File: config.mk
export PLATFORM = sky130hd
export DESIGN_NAME = scwd_top
export DESIGN_NICKNAME = d
export VERILOG_FILES = /design/src/logic/scwd_pkg.sv /design/src/logic/scwd_top.sv
export SDC_FILE = /design/constraint.sdc
export NUM_CORES = 1
export LEC_CHECK = 0
export BUFFER_PORTS_ARGS = -buffer_cell sky130_fd_sc_hd__buf_4
export CORE_ASPECT_RATIO = 0.8
export CORE_MARGIN = 8
export CORE_UTILIZATION = 46
export DETAILED_ROUTE_END_ITERATION = 7
export GPL_ROUTABILITY_DRIVEN = 0
export PLACE_DENSITY = 0.83
export SLEW_MARGIN = 10
export SYNTH_ARGS = -nofsm -noshare
export SYNTH_HDL_FRONTEND = slang
export SYNTH_SLANG_ARGS = --single-unit
File: constraint.sdc
create_clock -name core_clk -period 2.8 [get_ports core_clk]
set_input_delay 0.28 -clock core_clk [delete_from_list [all_inputs] [get_ports core_clk]]
set_output_delay 0.28 -clock core_clk [all_outputs]
set_load 0.005 [all_outputs]
File: src/logic/scwd_pkg.sv
// Package of the system control and watchdog block
// Assumes a 20 MHz core clock and a word-wide AHB-Lite register bus
package scwd_pkg;

  // Register indices; byte address is four times the index
  localparam logic [7:0] IDX_SYS_CTRL = 8'h03;
  localparam logic [7:0] IDX_WD_CTRL  = 8'h0a;
  localparam logic [7:0] IDX_SYS_STAT = 8'h0c;

  // System control fields
  localparam int BIT_PSE      = 7;
  localparam int BIT_EDGE_HI  = 6;
  localparam int BIT_EDGE_LO  = 5;
  localparam int BIT_STOP_REQ = 0;

  // System status fields
  localparam int BIT_LIN_CL    = 6;
  localparam int BIT_SWITCHED_OUTPUT_OVERCURRENT_FLAG  = 5;
  localparam int BIT_LOW_VOLT  = 3;
  localparam int BIT_HIGH_VOLT = 2;
  localparam int BIT_BRG_OCF   = 1;
  localparam int BIT_OVER_TEMP = 0;

  // Watchdog control fields
  localparam int BIT_WD_RESTART = 5;
  localparam int BIT_WD_RST_EN  = 4;
  localparam int BIT_WD_WAKE_EN = 3;
  localparam int BIT_WD_RATE    = 0;

  // Reset values
  localparam logic [1:0] RST_EDGE_SEL = 2'h0;
  localparam logic [7:0] RST_BYTE     = 8'h00;

  // Watchdog periods
  localparam int CLK_HZ       = 20000000;
  localparam int WD_FAST_MS   = 10;
  localparam int WD_SLOW_MS   = 20;
  localparam int WD_FAST_CYC  = CLK_HZ / 1000 * WD_FAST_MS;
  localparam int WD_SLOW_CYC  = CLK_HZ / 1000 * WD_SLOW_MS;
  localparam int WD_CNT_W     = 19;

  // Edge rate codes
  typedef enum logic [1:0] {
    SCWD_EDGE_20K = 2'h0,
    SCWD_EDGE_10K = 2'h1,
    SCWD_EDGE_HS8 = 2'h2,
    SCWD_EDGE_HS4 = 2'h3
  } scwd_edge_e;

  // Bus slave states
  typedef enum logic [3:0] {
    ST_IDLE = 4'b0001,
    ST_WR   = 4'b0010,
    ST_RD1  = 4'b0100,
    ST_RD2  = 4'b1000
  } scwd_bus_e;

  // Conditions reported by the analog side
  typedef struct packed {
    logic hvddOverCur;
    logic highOverCur;
    logic lowOverCur;
    logic linCurLim;
    logic lowVolt;
    logic highVolt;
    logic overTemp;
  } scwd_sense_s;

  // Gates and commands toward the power stages
  typedef struct packed {
    logic       hvddEnable;
    logic       highSideEnable;
    logic       lowSideEnable;
    logic       linTxEnable;
    scwd_edge_e linEdgeSel;
  } scwd_stage_s;

endpackage

File: src/logic/scwd_top.sv
// System control, status and watchdog registers with the watchdog timer
// Assumes an AHB-Lite master on core_clk, sense inputs synchronous to it
// Sense inputs are levels from the analog side, already in this domain
// Watchdog periods are counted in core_clk cycles
// The watchdog reset output is a request only; system rst clears this block
//
// Overview of operation
// - Switched output overcurrent turns output off, flags
// - Power stage enable gates all stages, reset clears
// - Two-bit field selects LIN edge rate
// - Stop request write enters stop; interrupt clears
// - LIN current limit bit shows transmitter state
// - Write one clears switched output flag, re-enables
// - Low and high voltage bits mirror flags
// - Overtemperature bit mirrors interrupt flag
// - Write one clears bridge flag, re-enables bridge
// - Watchdog runs only with an enable set
// - Reset enable cannot be disabled by software
// - Timeout with reset enable asserts reset output
// - Reset counting freezes in stop mode
// - Restart write restarts period, reads zero
// - Reset enable settable once per reset
// - Wake enable wakes from stop periodically
// - Watchdog interrupt only while in stop
// - Rate bit selects 10 ms or 20 ms
// - Side overcurrent turns off whole side, flags
//
// The AHB-Lite slave port was chosen for this implementation.
`timescale 1ns/1ns

module scwd_top #(
  parameter int WD_FAST = scwd_pkg::WD_FAST_CYC,
  parameter int WD_SLOW = scwd_pkg::WD_SLOW_CYC
) (
  input  wire logic                  core_clk,
  input  wire logic                  rst,
  input  wire logic                  hsel,
  input  wire logic [31:0]           haddr,
  input  wire logic [1:0]            htrans,
  input  wire logic                  hwrite,
  input  wire logic [2:0]            hsize,
  input  wire logic [31:0]           hwdata,
  input  wire logic                  hready,
  output logic                       hreadyout,
  output logic                       hresp,
  output logic [31:0]                hrdata,
  input  wire scwd_pkg::scwd_sense_s sense,
  input  wire logic                  cpuIrqReq,
  output scwd_pkg::scwd_stage_s      stage,
  output logic                       stopMode,
  output logic                       wdResetOut,
  output logic                       wdIrq
);

  ////////////////////////////////////////////////////////////////////
  // Address decode

  // Word index from a byte address, misaligned or out-of-range yields all ones
  // Upper address bits must be zero so aliases never hit a register
  function automatic logic [7:0] regIndex(input logic [31:0] a);
    logic [7:0] idx;
    idx = 8'hff;
    if (a[1:0] == 2'h0 && a[31:10] == 22'h00_0000)
    begin
      idx = a[9:2];
    end
    return idx;
  endfunction

  ////////////////////////////////////////////////////////////////////
  // Bus slave state
  // Address is held from the address phase into the data phase

  scwd_pkg::scwd_bus_e busSt_r;
  scwd_pkg::scwd_bus_e busSt_nxt;
  logic [7:0]          addr_r;
  logic [7:0]          addr_nxt;
  logic [31:0]         rdata_r;
  logic [31:0]         rdata_nxt;
  logic                takeReq;
  logic                wrStb;
  logic [7:0]          wByte;

  // Register state
  // Side-off bits remember which side tripped
  logic                pse_r;
  logic                pse_nxt;
  logic [1:0]          edgeSel_r;
  logic [1:0]          edgeSel_nxt;
  logic                stop_r;
  logic                stop_nxt;
  logic                hvddOcf_r;
  logic                hvddOcf_nxt;
  logic                brgOcf_r;
  logic                brgOcf_nxt;
  logic                highOff_r;
  logic                highOff_nxt;
  logic                lowOff_r;
  logic                lowOff_nxt;
  logic                wdRe_r;
  logic                wdRe_nxt;
  logic                wdIe_r;
  logic                wdIe_nxt;
  logic                wdRate_r;
  logic                wdRate_nxt;

  // Watchdog state
  logic [scwd_pkg::WD_CNT_W-1:0] wdCnt_r;
  logic [scwd_pkg::WD_CNT_W-1:0] wdCnt_nxt;
  logic [scwd_pkg::WD_CNT_W-1:0] wdEnd;
  logic                          wdRst_r;
  logic                          wdRst_nxt;
  logic                          wdIrq_r;
  logic                          wdIrq_nxt;
  logic                          wdRun;
  logic                          wdCount;
  logic                          wdRestart;
  logic                          wdHit;

  // Read image of every register
  // Built from the live state, never latched
  logic [7:0] sysCtrlRd;
  logic [7:0] sysStatRd;
  logic [7:0] wdCtrlRd;

  ////////////////////////////////////////////////////////////////////
  // Bus handshake; reads take one wait state
  // The wait state lets hrdata come straight from a flop
  // Writes need none: they commit at the end of the data phase
  // Every transfer is answered OKAY, unmapped ones included

  assign takeReq   = hsel && htrans[1] && hready;
  assign wrStb     = (busSt_r == scwd_pkg::ST_WR);
  assign wByte     = hwdata[7:0];
  assign hreadyout = (busSt_r != scwd_pkg::ST_RD1);
  assign hresp     = 1'b0;
  assign hrdata    = rdata_r;

  // Read images
  // Write-only bits and unused positions always read zero
  assign sysCtrlRd = {pse_r, edgeSel_r, 5'h00};
  assign sysStatRd = {1'b0, sense.linCurLim, hvddOcf_r, 1'b0,
                      sense.lowVolt, sense.highVolt,
                      brgOcf_r, sense.overTemp};
  assign wdCtrlRd  = {3'h0, wdRe_r, wdIe_r, 2'h0, wdRate_r};

  // Next bus state and read data
  // The image is captured in the wait cycle and reflects that cycle
  always_comb
  begin
    busSt_nxt = busSt_r;
    addr_nxt  = addr_r;
    rdata_nxt = rdata_r;
    if (busSt_r == scwd_pkg::ST_RD1)
    begin
      busSt_nxt = scwd_pkg::ST_RD2;
      case (addr_r)
        scwd_pkg::IDX_SYS_CTRL: rdata_nxt = {24'h00_0000, sysCtrlRd};
        scwd_pkg::IDX_SYS_STAT: rdata_nxt = {24'h00_0000, sysStatRd};
        scwd_pkg::IDX_WD_CTRL:  rdata_nxt = {24'h00_0000, wdCtrlRd};
        default:                rdata_nxt = 32'h0000_0000;
      endcase
    end
    else if (takeReq)
    begin
      addr_nxt  = regIndex(haddr);
      busSt_nxt = hwrite ? scwd_pkg::ST_WR : scwd_pkg::ST_RD1;
    end
    else
    begin
      busSt_nxt = scwd_pkg::ST_IDLE;
    end
  end

  // Bus registers
  // Reset leaves the bus idle and ready
  always_ff @(posedge core_clk)
  begin
    if (rst)
    begin
      busSt_r <= scwd_pkg::ST_IDLE;
      addr_r  <= 8'hff;
      rdata_r <= 32'h0000_0000;
    end
    else
    begin
      busSt_r <= busSt_nxt;
      addr_r  <= addr_nxt;
      rdata_r <= rdata_nxt;
    end
  end

  ////////////////////////////////////////////////////////////////////
  // Control and status registers

  // Next values of the control and status bits
  // Order matters: interrupt clear, then software write, then hardware set
  always_comb
  begin
    pse_nxt     = pse_r;
    edgeSel_nxt = edgeSel_r;
    stop_nxt    = stop_r;
    hvddOcf_nxt = hvddOcf_r;
    brgOcf_nxt  = brgOcf_r;
    highOff_nxt = highOff_r;
    lowOff_nxt  = lowOff_r;
    wdRe_nxt    = wdRe_r;
    wdIe_nxt    = wdIe_r;
    wdRate_nxt  = wdRate_r;
    // Interrupt requests end stop mode
    if (cpuIrqReq || wdIrq_r)
    begin
      stop_nxt = 1'b0;
    end
    if (wrStb)
    begin
      case (addr_r)
        scwd_pkg::IDX_SYS_CTRL:
        begin
          pse_nxt     = wByte[scwd_pkg::BIT_PSE];
          edgeSel_nxt = wByte[scwd_pkg::BIT_EDGE_HI:
                              scwd_pkg::BIT_EDGE_LO];
          if (wByte[scwd_pkg::BIT_STOP_REQ])
          begin
            stop_nxt = 1'b1;
          end
        end
        scwd_pkg::IDX_SYS_STAT:
        begin
          // Ones clear, zeros leave the flags alone
          if (wByte[scwd_pkg::BIT_SWITCHED_OUTPUT_OVERCURRENT_FLAG])
          begin
            hvddOcf_nxt = 1'b0;
          end
          if (wByte[scwd_pkg::BIT_BRG_OCF])
          begin
            brgOcf_nxt  = 1'b0;
            highOff_nxt = 1'b0;
            lowOff_nxt  = 1'b0;
          end
        end
        scwd_pkg::IDX_WD_CTRL:
        begin
          // Set only; no write can clear it
          wdRe_nxt   = wdRe_r | wByte[scwd_pkg::BIT_WD_RST_EN];
          wdIe_nxt   = wByte[scwd_pkg::BIT_WD_WAKE_EN];
          wdRate_nxt = wByte[scwd_pkg::BIT_WD_RATE];
        end
        default:
        begin
          pse_nxt = pse_r;
        end
      endcase
    end
    // Hardware sets win over software clears
    // Each side goes off as a whole; the bridge flag covers both
    if (sense.hvddOverCur)
    begin
      hvddOcf_nxt = 1'b1;
    end
    if (sense.highOverCur)
    begin
      highOff_nxt = 1'b1;
      brgOcf_nxt  = 1'b1;
    end
    if (sense.lowOverCur)
    begin
      lowOff_nxt = 1'b1;
      brgOcf_nxt = 1'b1;
    end
  end

  // Register bank flops
  // Synchronous reset clears every bit
  always_ff @(posedge core_clk)
  begin
    if (rst)
    begin
      pse_r     <= 1'b0;
      edgeSel_r <= scwd_pkg::RST_EDGE_SEL;
      stop_r    <= 1'b0;
      hvddOcf_r <= 1'b0;
      brgOcf_r  <= 1'b0;
      highOff_r <= 1'b0;
      lowOff_r  <= 1'b0;
      wdRe_r    <= 1'b0;
      wdIe_r    <= 1'b0;
      wdRate_r  <= 1'b0;
    end
    else
    begin
      pse_r     <= pse_nxt;
      edgeSel_r <= edgeSel_nxt;
      stop_r    <= stop_nxt;
      hvddOcf_r <= hvddOcf_nxt;
      brgOcf_r  <= brgOcf_nxt;
      highOff_r <= highOff_nxt;
      lowOff_r  <= lowOff_nxt;
      wdRe_r    <= wdRe_nxt;
      wdIe_r    <= wdIe_nxt;
      wdRate_r  <= wdRate_nxt;
    end
  end

  // Stage gating
  // Outputs drop in the cycle after an overcurrent is seen
  assign stage.hvddEnable     = pse_r && !hvddOcf_r;
  assign stage.highSideEnable = pse_r && !highOff_r;
  assign stage.lowSideEnable  = pse_r && !lowOff_r;
  assign stage.linTxEnable    = pse_r;
  assign stage.linEdgeSel     = scwd_pkg::scwd_edge_e'(edgeSel_r);
  assign stopMode             = stop_r;

  ////////////////////////////////////////////////////////////////////
  // Watchdog timer
  // One counter serves both the reset and the wake period
  // A restart write and a disable both zero it at once

  assign wdRun     = wdRe_r || wdIe_r;
  assign wdRestart = wrStb && (addr_r == scwd_pkg::IDX_WD_CTRL)
                     && wByte[scwd_pkg::BIT_WD_RESTART];
  assign wdEnd     = wdRate_r ? scwd_pkg::WD_CNT_W'(WD_FAST - 1)
                              : scwd_pkg::WD_CNT_W'(WD_SLOW - 1);
  // Stop freezes reset counting; wake counting goes on
  // Reset pulses are only ever raised in run mode
  assign wdCount   = wdRun && (stop_r ? wdIe_r : 1'b1);
  assign wdHit     = wdCount && (wdCnt_r >= wdEnd);

  // Counter, reset pulse and wake request
  // Reset pulse lasts one cycle; wake request lasts until stop ends
  always_comb
  begin
    wdCnt_nxt = wdCnt_r;
    wdRst_nxt = 1'b0;
    wdIrq_nxt = wdIrq_r && stop_r;
    if (!wdRun || wdRestart)
    begin
      wdCnt_nxt = '0;
    end
    else if (wdHit)
    begin
      wdCnt_nxt = '0;
      wdRst_nxt = wdRe_r && !stop_r;
      wdIrq_nxt = wdIe_r && stop_r;
    end
    else if (wdCount)
    begin
      wdCnt_nxt = wdCnt_r + 1'b1;
    end
  end

  // Watchdog flops
  // Reset zeroes the counter whatever the cause
  always_ff @(posedge core_clk)
  begin
    if (rst)
    begin
      wdCnt_r <= '0;
      wdRst_r <= 1'b0;
      wdIrq_r <= 1'b0;
    end
    else
    begin
      wdCnt_r <= wdCnt_nxt;
      wdRst_r <= wdRst_nxt;
      wdIrq_r <= wdIrq_nxt;
    end
  end

  // Outputs toward the core
  // Wake request is masked outside stop mode
  assign wdResetOut = wdRst_r;
  assign wdIrq      = wdIrq_r && stop_r;

endmodule

Yosys cells after proc, flatten, opt, wreduce, memory -nomap -nowiden
Cells that the tools add are included.
- register bits after elaboration: 76
- input port bits: 82
- output and inout bits: 43
- word-level logic and storage cells: 97
- $add $sub $neg: 1
- magnitude comparators: 1
- equal/unequal tests: 6
- multiplexer cells: 23
- bitwise operators: 4
- reduce and logical (&&, ||, !) cells: 45
- operators by type and width (cell ; count):
    8-bit case mux with 3 select lines ; 1
    22-bit logical NOT ; 1
    19-bit by 1-bit adder with 19-bit output, second input constant ; 1
    19-bit greater-or-equal comparator ; 1
    19-bit 2-to-1 mux ; 1
    2-bit nonzero test ; 9
    1-bit 2-to-1 mux ; 17
    8-bit by 4-bit equality test with 1-bit output, second input constant ; 2
    1-bit logical AND ; 13
    3-bit AND reduction ; 4
    3-bit nonzero test ; 3
    3-bit OR reduction ; 3
    8-bit by 2-bit equality test with 1-bit output, second input constant ; 1
    8-bit 2-to-1 mux ; 1
    3-bit 2-to-1 mux ; 2
    2-bit AND reduction ; 3
    1-bit logical NOT ; 5
    4-bit by 2-bit equality test with 1-bit output, second input constant ; 1
    4-bit by 3-bit equality test with 1-bit output, second input constant ; 1
    4-bit 2-to-1 mux ; 1
    4-bit by 3-bit != test with 1-bit output, second input constant ; 1
    1-bit logical OR ; 3
    1-bit NOT ; 3
    2-bit logical NOT ; 1
    1-bit bitwise OR ; 1

Logic depth before layout (Yosys ltp)
Gate-level depths: netlist of the first run.
- word-level depth: 5
- gate-level depth with buffers: 9
- mapped depth without buffers: 7

Worst setup path before layout of the first run
No wires, ideal clock.
- kind: reg2reg
- start: register wdRate_r
- end: register wdCnt_r[10] (netlist name)
- library setup time: 0.064 ns
- arrival: 2.133 ns
- data required time: 2.736 ns
- path slack: 0.603 ns
- cell stages (with the launch flop): 10
- path buffers: 2
- period minus slack after synthesis: 2.197 ns
- path through: dfxtp_1 > inv_1 > ha_1 > o211ai_1 > a22oi_1 > or4_1 > a31o_2 > buf_6 > buf_8 > nor2_1
- cells in the longest elaborated chain, start to end: 4
- RTL lines (element ; RTL line ; RTL):
    from (decl) ; scwd_top.sv:104 ; logic wdRate_r;
    from (signal assigned) ; scwd_top.sv:301 ; wdRate_r <= wdRate_nxt;
    19-bit 2-to-1 mux ; scwd_top.sv:322 ; assign wdEnd = wdRate_r ? scwd_pkg::WD_CNT_W'(WD_FAST - 1)
    19-bit greater-or-equal comparator ; scwd_top.sv:327 ; assign wdHit = wdCount && (wdCnt_r >= wdEnd);
    1-bit logical AND ; scwd_top.sv:327 ;
    3-bit OR reduction (no source line) ; -- ;
    to (signal assigned) ; scwd_top.sv:364 ; wdCnt_r <= wdCnt_nxt;
    to (decl) ; scwd_top.sv:108 ; logic [scwd_pkg::WD_CNT_W-1:0] wdCnt_r;
Every way passes these cells.
A chain may end at the register's enable or synchronous reset.

Worst setup path after layout of the first run
- start: register wdRate_r
- end: register wdCnt_r[17] (netlist name)
The elaborated chain is that of the path after synthesis.

==> results of run 1 <==
cells in the final DEF (no fill, tap or decap), drive strengths merged:
master    n
nor2     44
nor4b     4
xor2      3
and3      4
nand2    14
clkbuf    5
buf      72
nand3b    2
nor3      9
a41o      1
inv       6
nor4     11
mux2i     7
a31o      1
dfxtp    52
nor3b     3
a21oi    13
a211oi    1
nand2b   12
nor2b     7
o2111ai   1
ha        8
a32oi     3
nand4b    1
a211o     1
o211ai    2
xnor2    15
clkinv    3
nand4     6
and2      1
o21ai     2
o22ai     8
a21o      1
or4       2
and4      2
nand3     8
conb     25
a22oi     4
or4b      1
routing by layer:
metal	part of all wire (%)	wire length [um]	global-route usage [%]	up-vias
li1	-	-	-	1127
met1	45	2850	18.2	1051
met2	47	3000	24.9	75
met3	6.3	402	3.58	9
met4	1.9	121	6.44	0
met5	0	0	0	-
cells by family after synthesis:
| group | count (synthesis) | share of synthesized area, % |
|---|---|---|
| AND/OR/NAND/NOR | 131 | 27.1 |
| flip-flops | 52 | 40.1 |
| buffers and inverters | 41 | 10.5 |
| AO/OA/AOI/OAI | 38 | 9.54 |
| XOR/XNOR | 18 | 6.07 |
| adder cells (fa/ha/maj) | 8 | 3.86 |
| multiplexers | 7 | 2.70 |
| other | 1 | 0.144 |
cell type report:
type	count	area (sq um)	area share (%)
multi-input cells	227	1370	43.4
flip-flops and latches	52	1040	32.9
repair buffers	72	541	17.1
well taps	78	97.6	3.09
clock buffers	5	68.8	2.18
inverters	6	22.5	0.712
clock inverters	3	18.8	0.593
where the power goes:
group / leakage, nW / switching (mW) / total (mW) / internal (mW)
clock: 0.0479 / 0.249 / 0.424 / 0.175
sequential: 0.421 / 0.00294 / 0.747 / 0.744
combinational: 0.787 / 0.0337 / 0.0862 / 0.0525
Yosys cell counts, types with 4 or more instances:
library cell,instances
inv_1,6
nor2_1,44
nand4_1,6
clkbuf_1,6
nor3_1,9
mux2i_1,7
buf_4,26
and3_1,4
o22ai_1,8
a21oi_1,13
nor4_1,10
ha_1,8
dfxtp_1,52
nand2_1,14
nand3_1,8
nor2b_1,7
xnor2_1,15
a22oi_1,4
nand2b_1,12
metrics by stage:
step / hold slack [ns] / cells / area, sq um
2_1_floorplan: 0.359 / 320 / 2690
3_3_place_gp: 0.443 / 435 / 3080
3_5_place_dp: 0.448 / 435 / 3080
4_1_cts: 0.122 / 443 / 3160
5_1_grt: 0.125 / 443 / 3160
6_report: 0.132 / 443 / 3160
sequential cells by signal, indices dropped and copies added, names as in the netlist:
signal	count
wdCnt_r	19
addr_r	8
hrdata	8
busSt_r	4
edgeSel_r	2
brgOcf_r	1
highOff_r	1
hvddOcf_r	1
lowOff_r	1
pse_r	1
stopMode	1
wdIe_r	1
wdIrq_r	1
wdRate_r	1
wdRe_r	1
wdResetOut	1
path summary, 6_finish.rpt:
kind | start | end | slack (ns) | cells past startpoint
hold reg to reg | hrdata[4]$_SDFFE_PP0P_ | hrdata[4]$_SDFFE_PP0P_ | 0.46 | 2
hold / removal | hwrite | busSt_r[2]$_SDFF_PP0_ | 0.13 | 2
setup / recovery | wdRate_r$_SDFFE_PP0P_ | wdCnt_r[17]$_SDFFE_PP0P_ | 0.41 | 7
setup reg to reg | wdRate_r$_SDFFE_PP0P_ | wdCnt_r[17]$_SDFFE_PP0P_ | 0.41 | 7
worst max-delay path, cell delays in order, from the launching register on:
cell      delay [ns]
dfxtp_1         0.49
inv_1           0.13
ha_1            0.33
o211ai_1        0.17
a22oi_1         0.11
or4_1           0.53
a31o_2          0.40
nor2_1          0.16
==> results.ini, run 1 <==
[outcome]
status=finished clean

[cts]
clkTransAtPathRegs_ns=0.09
clockBufferDepth=2
clk_latency_ns=0.31
cts_setup_buffers=0
clock-root-buffer=clkbuf_8
cts_buffers=5
ctsResizeCount=0
ctsHoldBuffers=0
cts_sinks=52
cts_tree=done
htreeDepth=2

[synth]
synth_edf_count=0
postSynthCellCount=296
avgSynthCellArea_sq_um=8.77
ys_ff_latch=52
synth.distinct_cells=43
yosysTopAreaCell=dfxtp_1
synth_area_sq_um=2600
synth_flop_cell=dfxtp_1
async_flop_share_pct=0
synth_top_area_share_pct=40.1
yosysWarningCount=0
synthTopCellsByArea=dfxtp_1, buf_4, nor2_1
seq_area_frac_synth_pct=40.1

[sta]
maxSlewViolCount=0
hold_viol=0
period_minus_slack_ns=2.39
slew_headroom_pct=55.5
max_freq_mhz=418
fin_tns_setup_ns=0
worst_pin_slew_ns=0.668
period_share_pct=85.4
finClkSkew_ns=0.00544
setup_violations=0
rsz0062_at_grt=no
worst_slack_ns=0.409

[route]
detail-route-antenna-nets=0
viasPerCell=5.11
drc_errors=0
wire_per_inst_um=14.4
wl_um=6380
dr.first_iter.drc_count=96
firstDrtPassIters=4
vias=2262

[critical_path]
startpoint_type=register
cp.arrival_ns=2.64
crit_path_end_kind=register
criticalPathCategory=register to register
worstPathRequired_ns=3.05
crit_fanout=19

[power]
ir_worst_vdd_uv=199
powerDensity_nw_per_um2=397
p_total_mw=1.26
p_leak_nw=1.26

[grt]
grt_max_degree=35
grt_pass1_wl_um=10400
grt.total_usage_pct=15.1
antenna_found_initial=0
grt.overflow.total=0
grt_pass1_vias=2233

[cells_and_area]
fill_cells=473
area_growth_pct=21.8
fin_util_pct=58.2
diodes=0
final_nets=454
drive_gt1_share_pct=22.7

[floorplan]
die_h_um=83.2
io_pins=125
die-area_sq_um=8320
rows=24
dieWidth_um=100
start_util_pct=47.8
core_sq_um=5440

[place]
dp_hpwl_um=4870
port_buffers=70
pre_cts_ws_ns=0.389

[run]
cap_viol_max_count=0

[hold_path]
hold_class=input port to register

Note: power is estimated with default switching activity, not from simulation.
==> run 2, diff against run 1 <==
Settings changed: CORE_ASPECT_RATIO 0.8 to 0.9.
==> run 2 against run 1 <==
Largest cell class unchanged. Global-route usage increased by 0.52 points. Fmax rose by 0.24%. Die area fell by 0.14%. Clock skew down 0.0015 ns. Via count shrank 1.4%. Largest power group unchanged. Sequential power about the same. Hold slack worse by 0.0013 ns. Final area up 0.20%. Total power increased by 1.6%.
==> results.ini, run 2 (synthesis gave the netlist of run 1 again) <==
[route]
wire_per_inst_um=14.1  ; was 14.4 um
drc_errors=0  ; unchanged
firstDrtPassIters=4  ; unchanged
detail-route-antenna-nets=0  ; unchanged
viasPerCell=5.11  ; about the same
vias=2230  ; was 2262
wl_um=6140  ; was 6380 um
dr.first_iter.drc_count=70  ; was 96

[floorplan]
rows=26  ; was 24
io_pins=125  ; unchanged
die_h_um=87.3  ; was 83.2 um
die-area_sq_um=8310  ; was 8320 sq um
core_sq_um=5560  ; was 5440 sq um
dieWidth_um=95.2  ; was 100 um
start_util_pct=46.7  ; was 47.8%

[power]
powerDensity_nw_per_um2=403  ; was 397 nW/um^2
internal-power_uw=981  ; was 971 uW
p_total_mw=1.28  ; was 1.26 mW
p_sw_share_pct=23.2  ; was 22.7%
combinationalPowerShare_pct=6.7  ; was 6.9%
p_clk_share_pct=34.8  ; was 33.7%
ir_worst_vdd_uv=295  ; was 199 uV
p_switching_uw=296  ; was 286 uW
seq_power_share_pct=58.5  ; was 59.4%
p_leak_nw=1.26  ; about the same

[critical_path]
cp.arrival_ns=2.63  ; was 2.64 ns
crit_fanout=19  ; unchanged
criticalPathCategory=register to register  ; unchanged
rr_worst_depth=7  ; unchanged
crit_buf_inv=1  ; unchanged
worstPathRequired_ns=3.04  ; was 3.05 ns
cp_slowest_cell=or4_1  ; unchanged
crit_chain=inv_1 > ha_1 > o211ai_1 > a22oi_1 > or4_1 > a31o_2 > nor2_1  ; unchanged
crit_path_end_kind=register  ; unchanged
startpoint_type=register  ; unchanged
cpLargestDelayFamily=simple AND/OR/NAND/NOR gates  ; unchanged
critical_path.max_stage_delay_ns=0.54  ; was 0.53 ns
cp.depth=7  ; unchanged

[sta]
period_minus_slack_ns=2.39  ; about the same
slew_headroom_pct=52.4  ; was 55.5%
period_share_pct=85.2  ; was 85.4%
rsz0062_at_grt=no  ; unchanged
maxSlewViolCount=0  ; unchanged
setup_violations=0  ; unchanged
hold_viol=0  ; unchanged
max_freq_mhz=419  ; was 418 MHz
finClkSkew_ns=0.00397  ; was 0.00544 ns
worst_pin_slew_ns=0.713  ; was 0.668 ns
fin_tns_setup_ns=0  ; unchanged

[cells_and_area]
drive_gt1_share_pct=23.0  ; was 22.7%
area_growth_pct=22.1  ; was 21.8%
final_common_cell=buf_4  ; unchanged
register_area_sq_um=1040  ; unchanged
fin_util_pct=57.0  ; was 58.2%
multi_input_area_sq_um=1370  ; unchanged
final_nets=455  ; was 454
final_cell_mix=buf_4, dfxtp_1, nor2_1  ; unchanged
diodes=0  ; unchanged
largest_reg_flops=19  ; unchanged
top_register=wdCnt_r  ; unchanged
fill_cells=496  ; was 473

[cts]
cts_setup_buffers=0  ; unchanged
cts_tree=done  ; unchanged
ctsResizeCount=0  ; unchanged
clockBufferDepth=2  ; unchanged
htreeDepth=2  ; unchanged
cts_buffers=5  ; unchanged
clock-root-buffer=clkbuf_8  ; unchanged
clk_latency_ns=0.31  ; about the same
cts_sinks=52  ; unchanged
clkTransAtPathRegs_ns=0.10  ; was 0.09 ns
ctsHoldBuffers=0  ; unchanged

[hold_path]
min_path_cells=2  ; unchanged
hold_class=input port to register  ; unchanged

[place]
port_buffers=70  ; unchanged
dp_hpwl_um=4810  ; was 4870 um

[grt]
grt_pass1_vias=2341  ; was 2233
grt.total_usage_pct=15.6  ; was 15.1%
grt_max_degree=35  ; unchanged
grt.overflow.total=0  ; unchanged
grt_pass1_wl_um=10500  ; was 10400 um
antenna_found_initial=0  ; unchanged

[run]
cap_viol_max_count=0  ; unchanged

[outcome]
status=finished clean  ; unchanged

==> run 2: cell count changes in the layout (fill, tap and decap cells not counted), sizes merged <==
cell      before  now
clkinv         3    1
buf           72   73
inv            6    7
clkinvlp       0    1
==> run 2: metal layers <==
layer | track usage (%) | wire length, um
met5 | 0 | 0
met3 | 5.09 | 425
met4 | 4.67 | 23
met2 | 27.0 | 3160
met1 | 17.7 | 2520
==> run 2: worst reg2reg max path, stage by stage (launching register included) <==
cell	delay [ns]
dfxtp_1	0.51
inv_1	0.13
ha_1	0.33
o211ai_1	0.17
a22oi_1	0.10
or4_1	0.54
a31o_2	0.40
nor2_1	0.15
==> run 2: area by class of cell <==
cell class	instances	share of cell area [%]
Multi-Input combinational cell	227	43.3
Clock inverter	3	0.869
Clock buffer	5	2.17
Timing Repair Buffer	73	17.3
Sequential cell	52	32.8
Tap cell	70	2.76
Inverter	6	0.711
==> run 2: worst paths after layout <==
| path | from | to | slack, ns |
|---|---|---|---|
| setup / recovery | wdRate_r$_SDFFE_PP0P_ | wdCnt_r[4]$_SDFFE_PP0P_ | 0.41 |
| hold / removal | hwrite | busSt_r[2]$_SDFF_PP0_ | 0.13 |
| setup reg to reg | wdRate_r$_SDFFE_PP0P_ | wdCnt_r[4]$_SDFFE_PP0P_ | 0.41 |
| hold reg to reg | hrdata[4]$_SDFFE_PP0P_ | hrdata[4]$_SDFFE_PP0P_ | 0.46 |
==> run 2: metrics by stage <==
step	instances	area (sq um)	hold WS, ns	worst slack (ns)
6_report	436	3170	0.131	0.414
3_3_place_gp	428	3070	0.441	0.510
2_1_floorplan	320	2690	0.359	0.603
3_5_place_dp	428	3070	0.454	0.428
5_1_grt	436	3170	0.115	0.181
4_1_cts	436	3170	0.123	0.400
==> run 2: power groups by stage <==
stage | logic, mW | clock network, mW | registers [mW]
3_3_place_gp | 0.0832 | 0 | 0.764
5_1_grt | 0.0947 | 0.488 | 0.748
2_1_floorplan | 0.0492 | 0 | 0.763
4_1_cts | 0.0849 | 0.455 | 0.747
6_report | 0.0860 | 0.444 | 0.747
3_5_place_dp | 0.0846 | 0 | 0.764
==> run 3, diff against run 2 <==
Settings changed: CORE_UTILIZATION 46 to 25, GPL_TIMING_DRIVEN set to 1, PLACE_DENSITY 0.83 to 0.52.
==> run 3 against run 2 <==
Global-route usage decreased by 5.8 points. Largest cell class unchanged. Count of clock-buffer cells in the layout unchanged. Final cell count increased by 14%. Die area increased by 67%. Setup slack improved by 0.17 ns. Combinational power about the same.
==> results.ini, run 3 (synthesis gave the netlist of run 1 again) <==
[cells_and_area]
fin_util_pct=32.6  ; was 57.0%
largest_reg_flops=19  ; unchanged
stdcell_area_sq_um=3310  ; was 3170 sq um
drive_gt1_share_pct=23.2  ; was 23.0%
diodes=0  ; unchanged
area_growth_pct=27.6  ; was 22.1%
top_register=wdCnt_r  ; unchanged
final_common_cell=buf_4  ; unchanged
final_cell_mix=buf_4, dfxtp_1, nor2_1  ; unchanged
final_nets=456  ; was 455

[floorplan]
die-area_sq_um=13900  ; was 8310 sq um
die_h_um=113  ; was 87.3 um
start_util_pct=25.6  ; was 46.7%
dieWidth_um=123  ; was 95.2 um
core_sq_um=10200  ; was 5560 sq um
io_pins=125  ; unchanged
rows=35  ; was 26

[power]
powerDensity_nw_per_um2=448  ; was 403 nW/um^2
p_total_mw=1.49  ; was 1.28 mW
p_leak_nw=1.30  ; was 1.26 nW
ir_worst_vdd_uv=258  ; was 295 uV

[route]
dr.first_iter.drc_count=98  ; was 70
wl_um=6810  ; was 6140 um
wire_per_inst_um=13.7  ; was 14.1 um
viasPerCell=4.50  ; was 5.11
firstDrtPassIters=4  ; unchanged
vias=2230  ; unchanged
detail-route-antenna-nets=0  ; unchanged
drc_errors=0  ; unchanged

[grt]
antenna_found_initial=0  ; unchanged
busiest_layer=met2  ; unchanged
grt_use_met3_pct=2.91  ; was 5.09%
grt_pass1_wl_um=11200  ; was 10500 um
grt_max_degree=35  ; unchanged
gr-usage-met2_pct=16.5  ; was 27.0%
grt_pass1_vias=2270  ; was 2341
grt_use_met1_pct=12.2  ; was 17.7%
grt.overflow.total=0  ; unchanged
grt.total_usage_pct=9.85  ; was 15.6%

[critical_path]
crit_chain=buf_4 > ha_1 > nor3_1 > a22oi_1 > or4_1 > a31o_2 > nor2_1  ; was inv_1 > ha_1 > o211ai_1 > a22oi_1 > or4_1 > a31o_2 > nor2_1
cp_slowest_cell=or4_1  ; unchanged
worstPathRequired_ns=3.02  ; was 3.04 ns
crit_path_end_kind=register  ; unchanged
critical_path.max_stage_delay_ns=0.54  ; about the same
crit_fanout=19  ; unchanged
cp.arrival_ns=2.43  ; was 2.63 ns
criticalPathCategory=register to register  ; unchanged
rr_worst_depth=7  ; unchanged
startpoint_type=register  ; unchanged

[outcome]
status=finished clean  ; unchanged

[cts]
cts_sinks=52  ; unchanged
clkTransAtPathRegs_ns=0.08  ; was 0.10 ns
clock-root-buffer=clkbuf_16  ; was clkbuf_8
ctsHoldBuffers=0  ; unchanged
ctsResizeCount=0  ; unchanged
htreeDepth=2  ; unchanged
cts_tree=done  ; unchanged
cts_buffers=5  ; unchanged
clockBufferDepth=2  ; unchanged
cts_setup_buffers=0  ; unchanged
clk_latency_ns=0.29  ; was 0.31 ns

[place]
dp_hpwl_um=5260  ; was 4810 um
pre_cts_ws_ns=0.607  ; was 0.428 ns
port_buffers=70  ; unchanged
placed_cell_area_sq_um=3150  ; was 3070 sq um

[sta]
maxSlewViolCount=0  ; unchanged
rsz0062_at_grt=no  ; unchanged
hold_viol=0  ; unchanged
period_minus_slack_ns=2.22  ; was 2.39 ns
fin_tns_setup_ns=0  ; unchanged
worst_slack_ns=0.582  ; was 0.414 ns
slew_headroom_pct=51.5  ; was 52.4%
worst_pin_slew_ns=0.726  ; was 0.713 ns
period_share_pct=79.2  ; was 85.2%
setup_violations=0  ; unchanged
max_freq_mhz=451  ; was 419 MHz
finClkSkew_ns=0.0107  ; was 0.00397 ns

[hold_path]
hold_class=input port to register  ; unchanged
min_path_cells=2  ; unchanged

[run]
cap_viol_max_count=0  ; unchanged

[run 3: changes by cell type in the layout (fill, tap and decap cells not counted)]
cell	before	now
buf_4	73	74
clkbuf_16	0	5
clkbuf_8	5	0
clkinv_8	0	1
clkinvlp_4	1	0
inv_6	0	1
inv_8	1	0
[run 3: metrics by stage]
step	hold WS [ns]	cells
2_1_floorplan	0.359	320
3_3_place_gp	0.443	488
3_5_place_dp	0.448	488
4_1_cts	0.148	496
5_1_grt	0.154	496
6_report	0.154	496
[run 3: path summary, 6_finish.rpt]
kind                          startpoint  slack [ns]                       end
setup reg to reg   wdRate_r$_SDFFE_PP0P_        0.58  wdCnt_r[16]$_SDFFE_PP0P_
setup / recovery   wdRate_r$_SDFFE_PP0P_        0.58  wdCnt_r[16]$_SDFFE_PP0P_
hold / removal                    hwrite        0.15     busSt_r[2]$_SDFF_PP0_
hold reg to reg   hrdata[2]$_SDFFE_PP0P_        0.46    hrdata[2]$_SDFFE_PP0P_
[run 3: power breakdown]
group / switching (mW) / internal (mW) / leakage (nW)
clock: 0.308 / 0.345 / 0.0772
combinational: 0.0336 / 0.0525 / 0.798
sequential: 0.00297 / 0.744 / 0.421
[run 3: layer usage]
| metal | vias up | routed length (um) |
|---|---|---|
| met5 | - | 0 |
| met4 | 0 | 34 |
| met3 | 4 | 407 |
| met2 | 42 | 3210 |
| met1 | 1058 | 3160 |
| li1 | 1126 | - |
[run 3: cell type report]
cell class | count | area [sq um]
Timing Repair Buffer | 74 | 556
Fill cell | 1096 | 6850
Tap cell | 129 | 161
Inverter | 6 | 22.5
Multi-Input combinational cell | 227 | 1370
Clock inverter | 3 | 33.8
Clock buffer | 5 | 125
Sequential cell | 52 | 1040
[run 3: critical path, delay by kind of cell (launching register included)]
| family | cells | cell delay, ns |
|---|---|---|
| and+or+nand+nor | 3 | 0.92 |
| buffers and inverters | 1 | 0.16 |
| DFF | 1 | 0.31 |
| AOI/OAI and AO/OA | 2 | 0.53 |
| adders and majority gates | 1 | 0.20 |
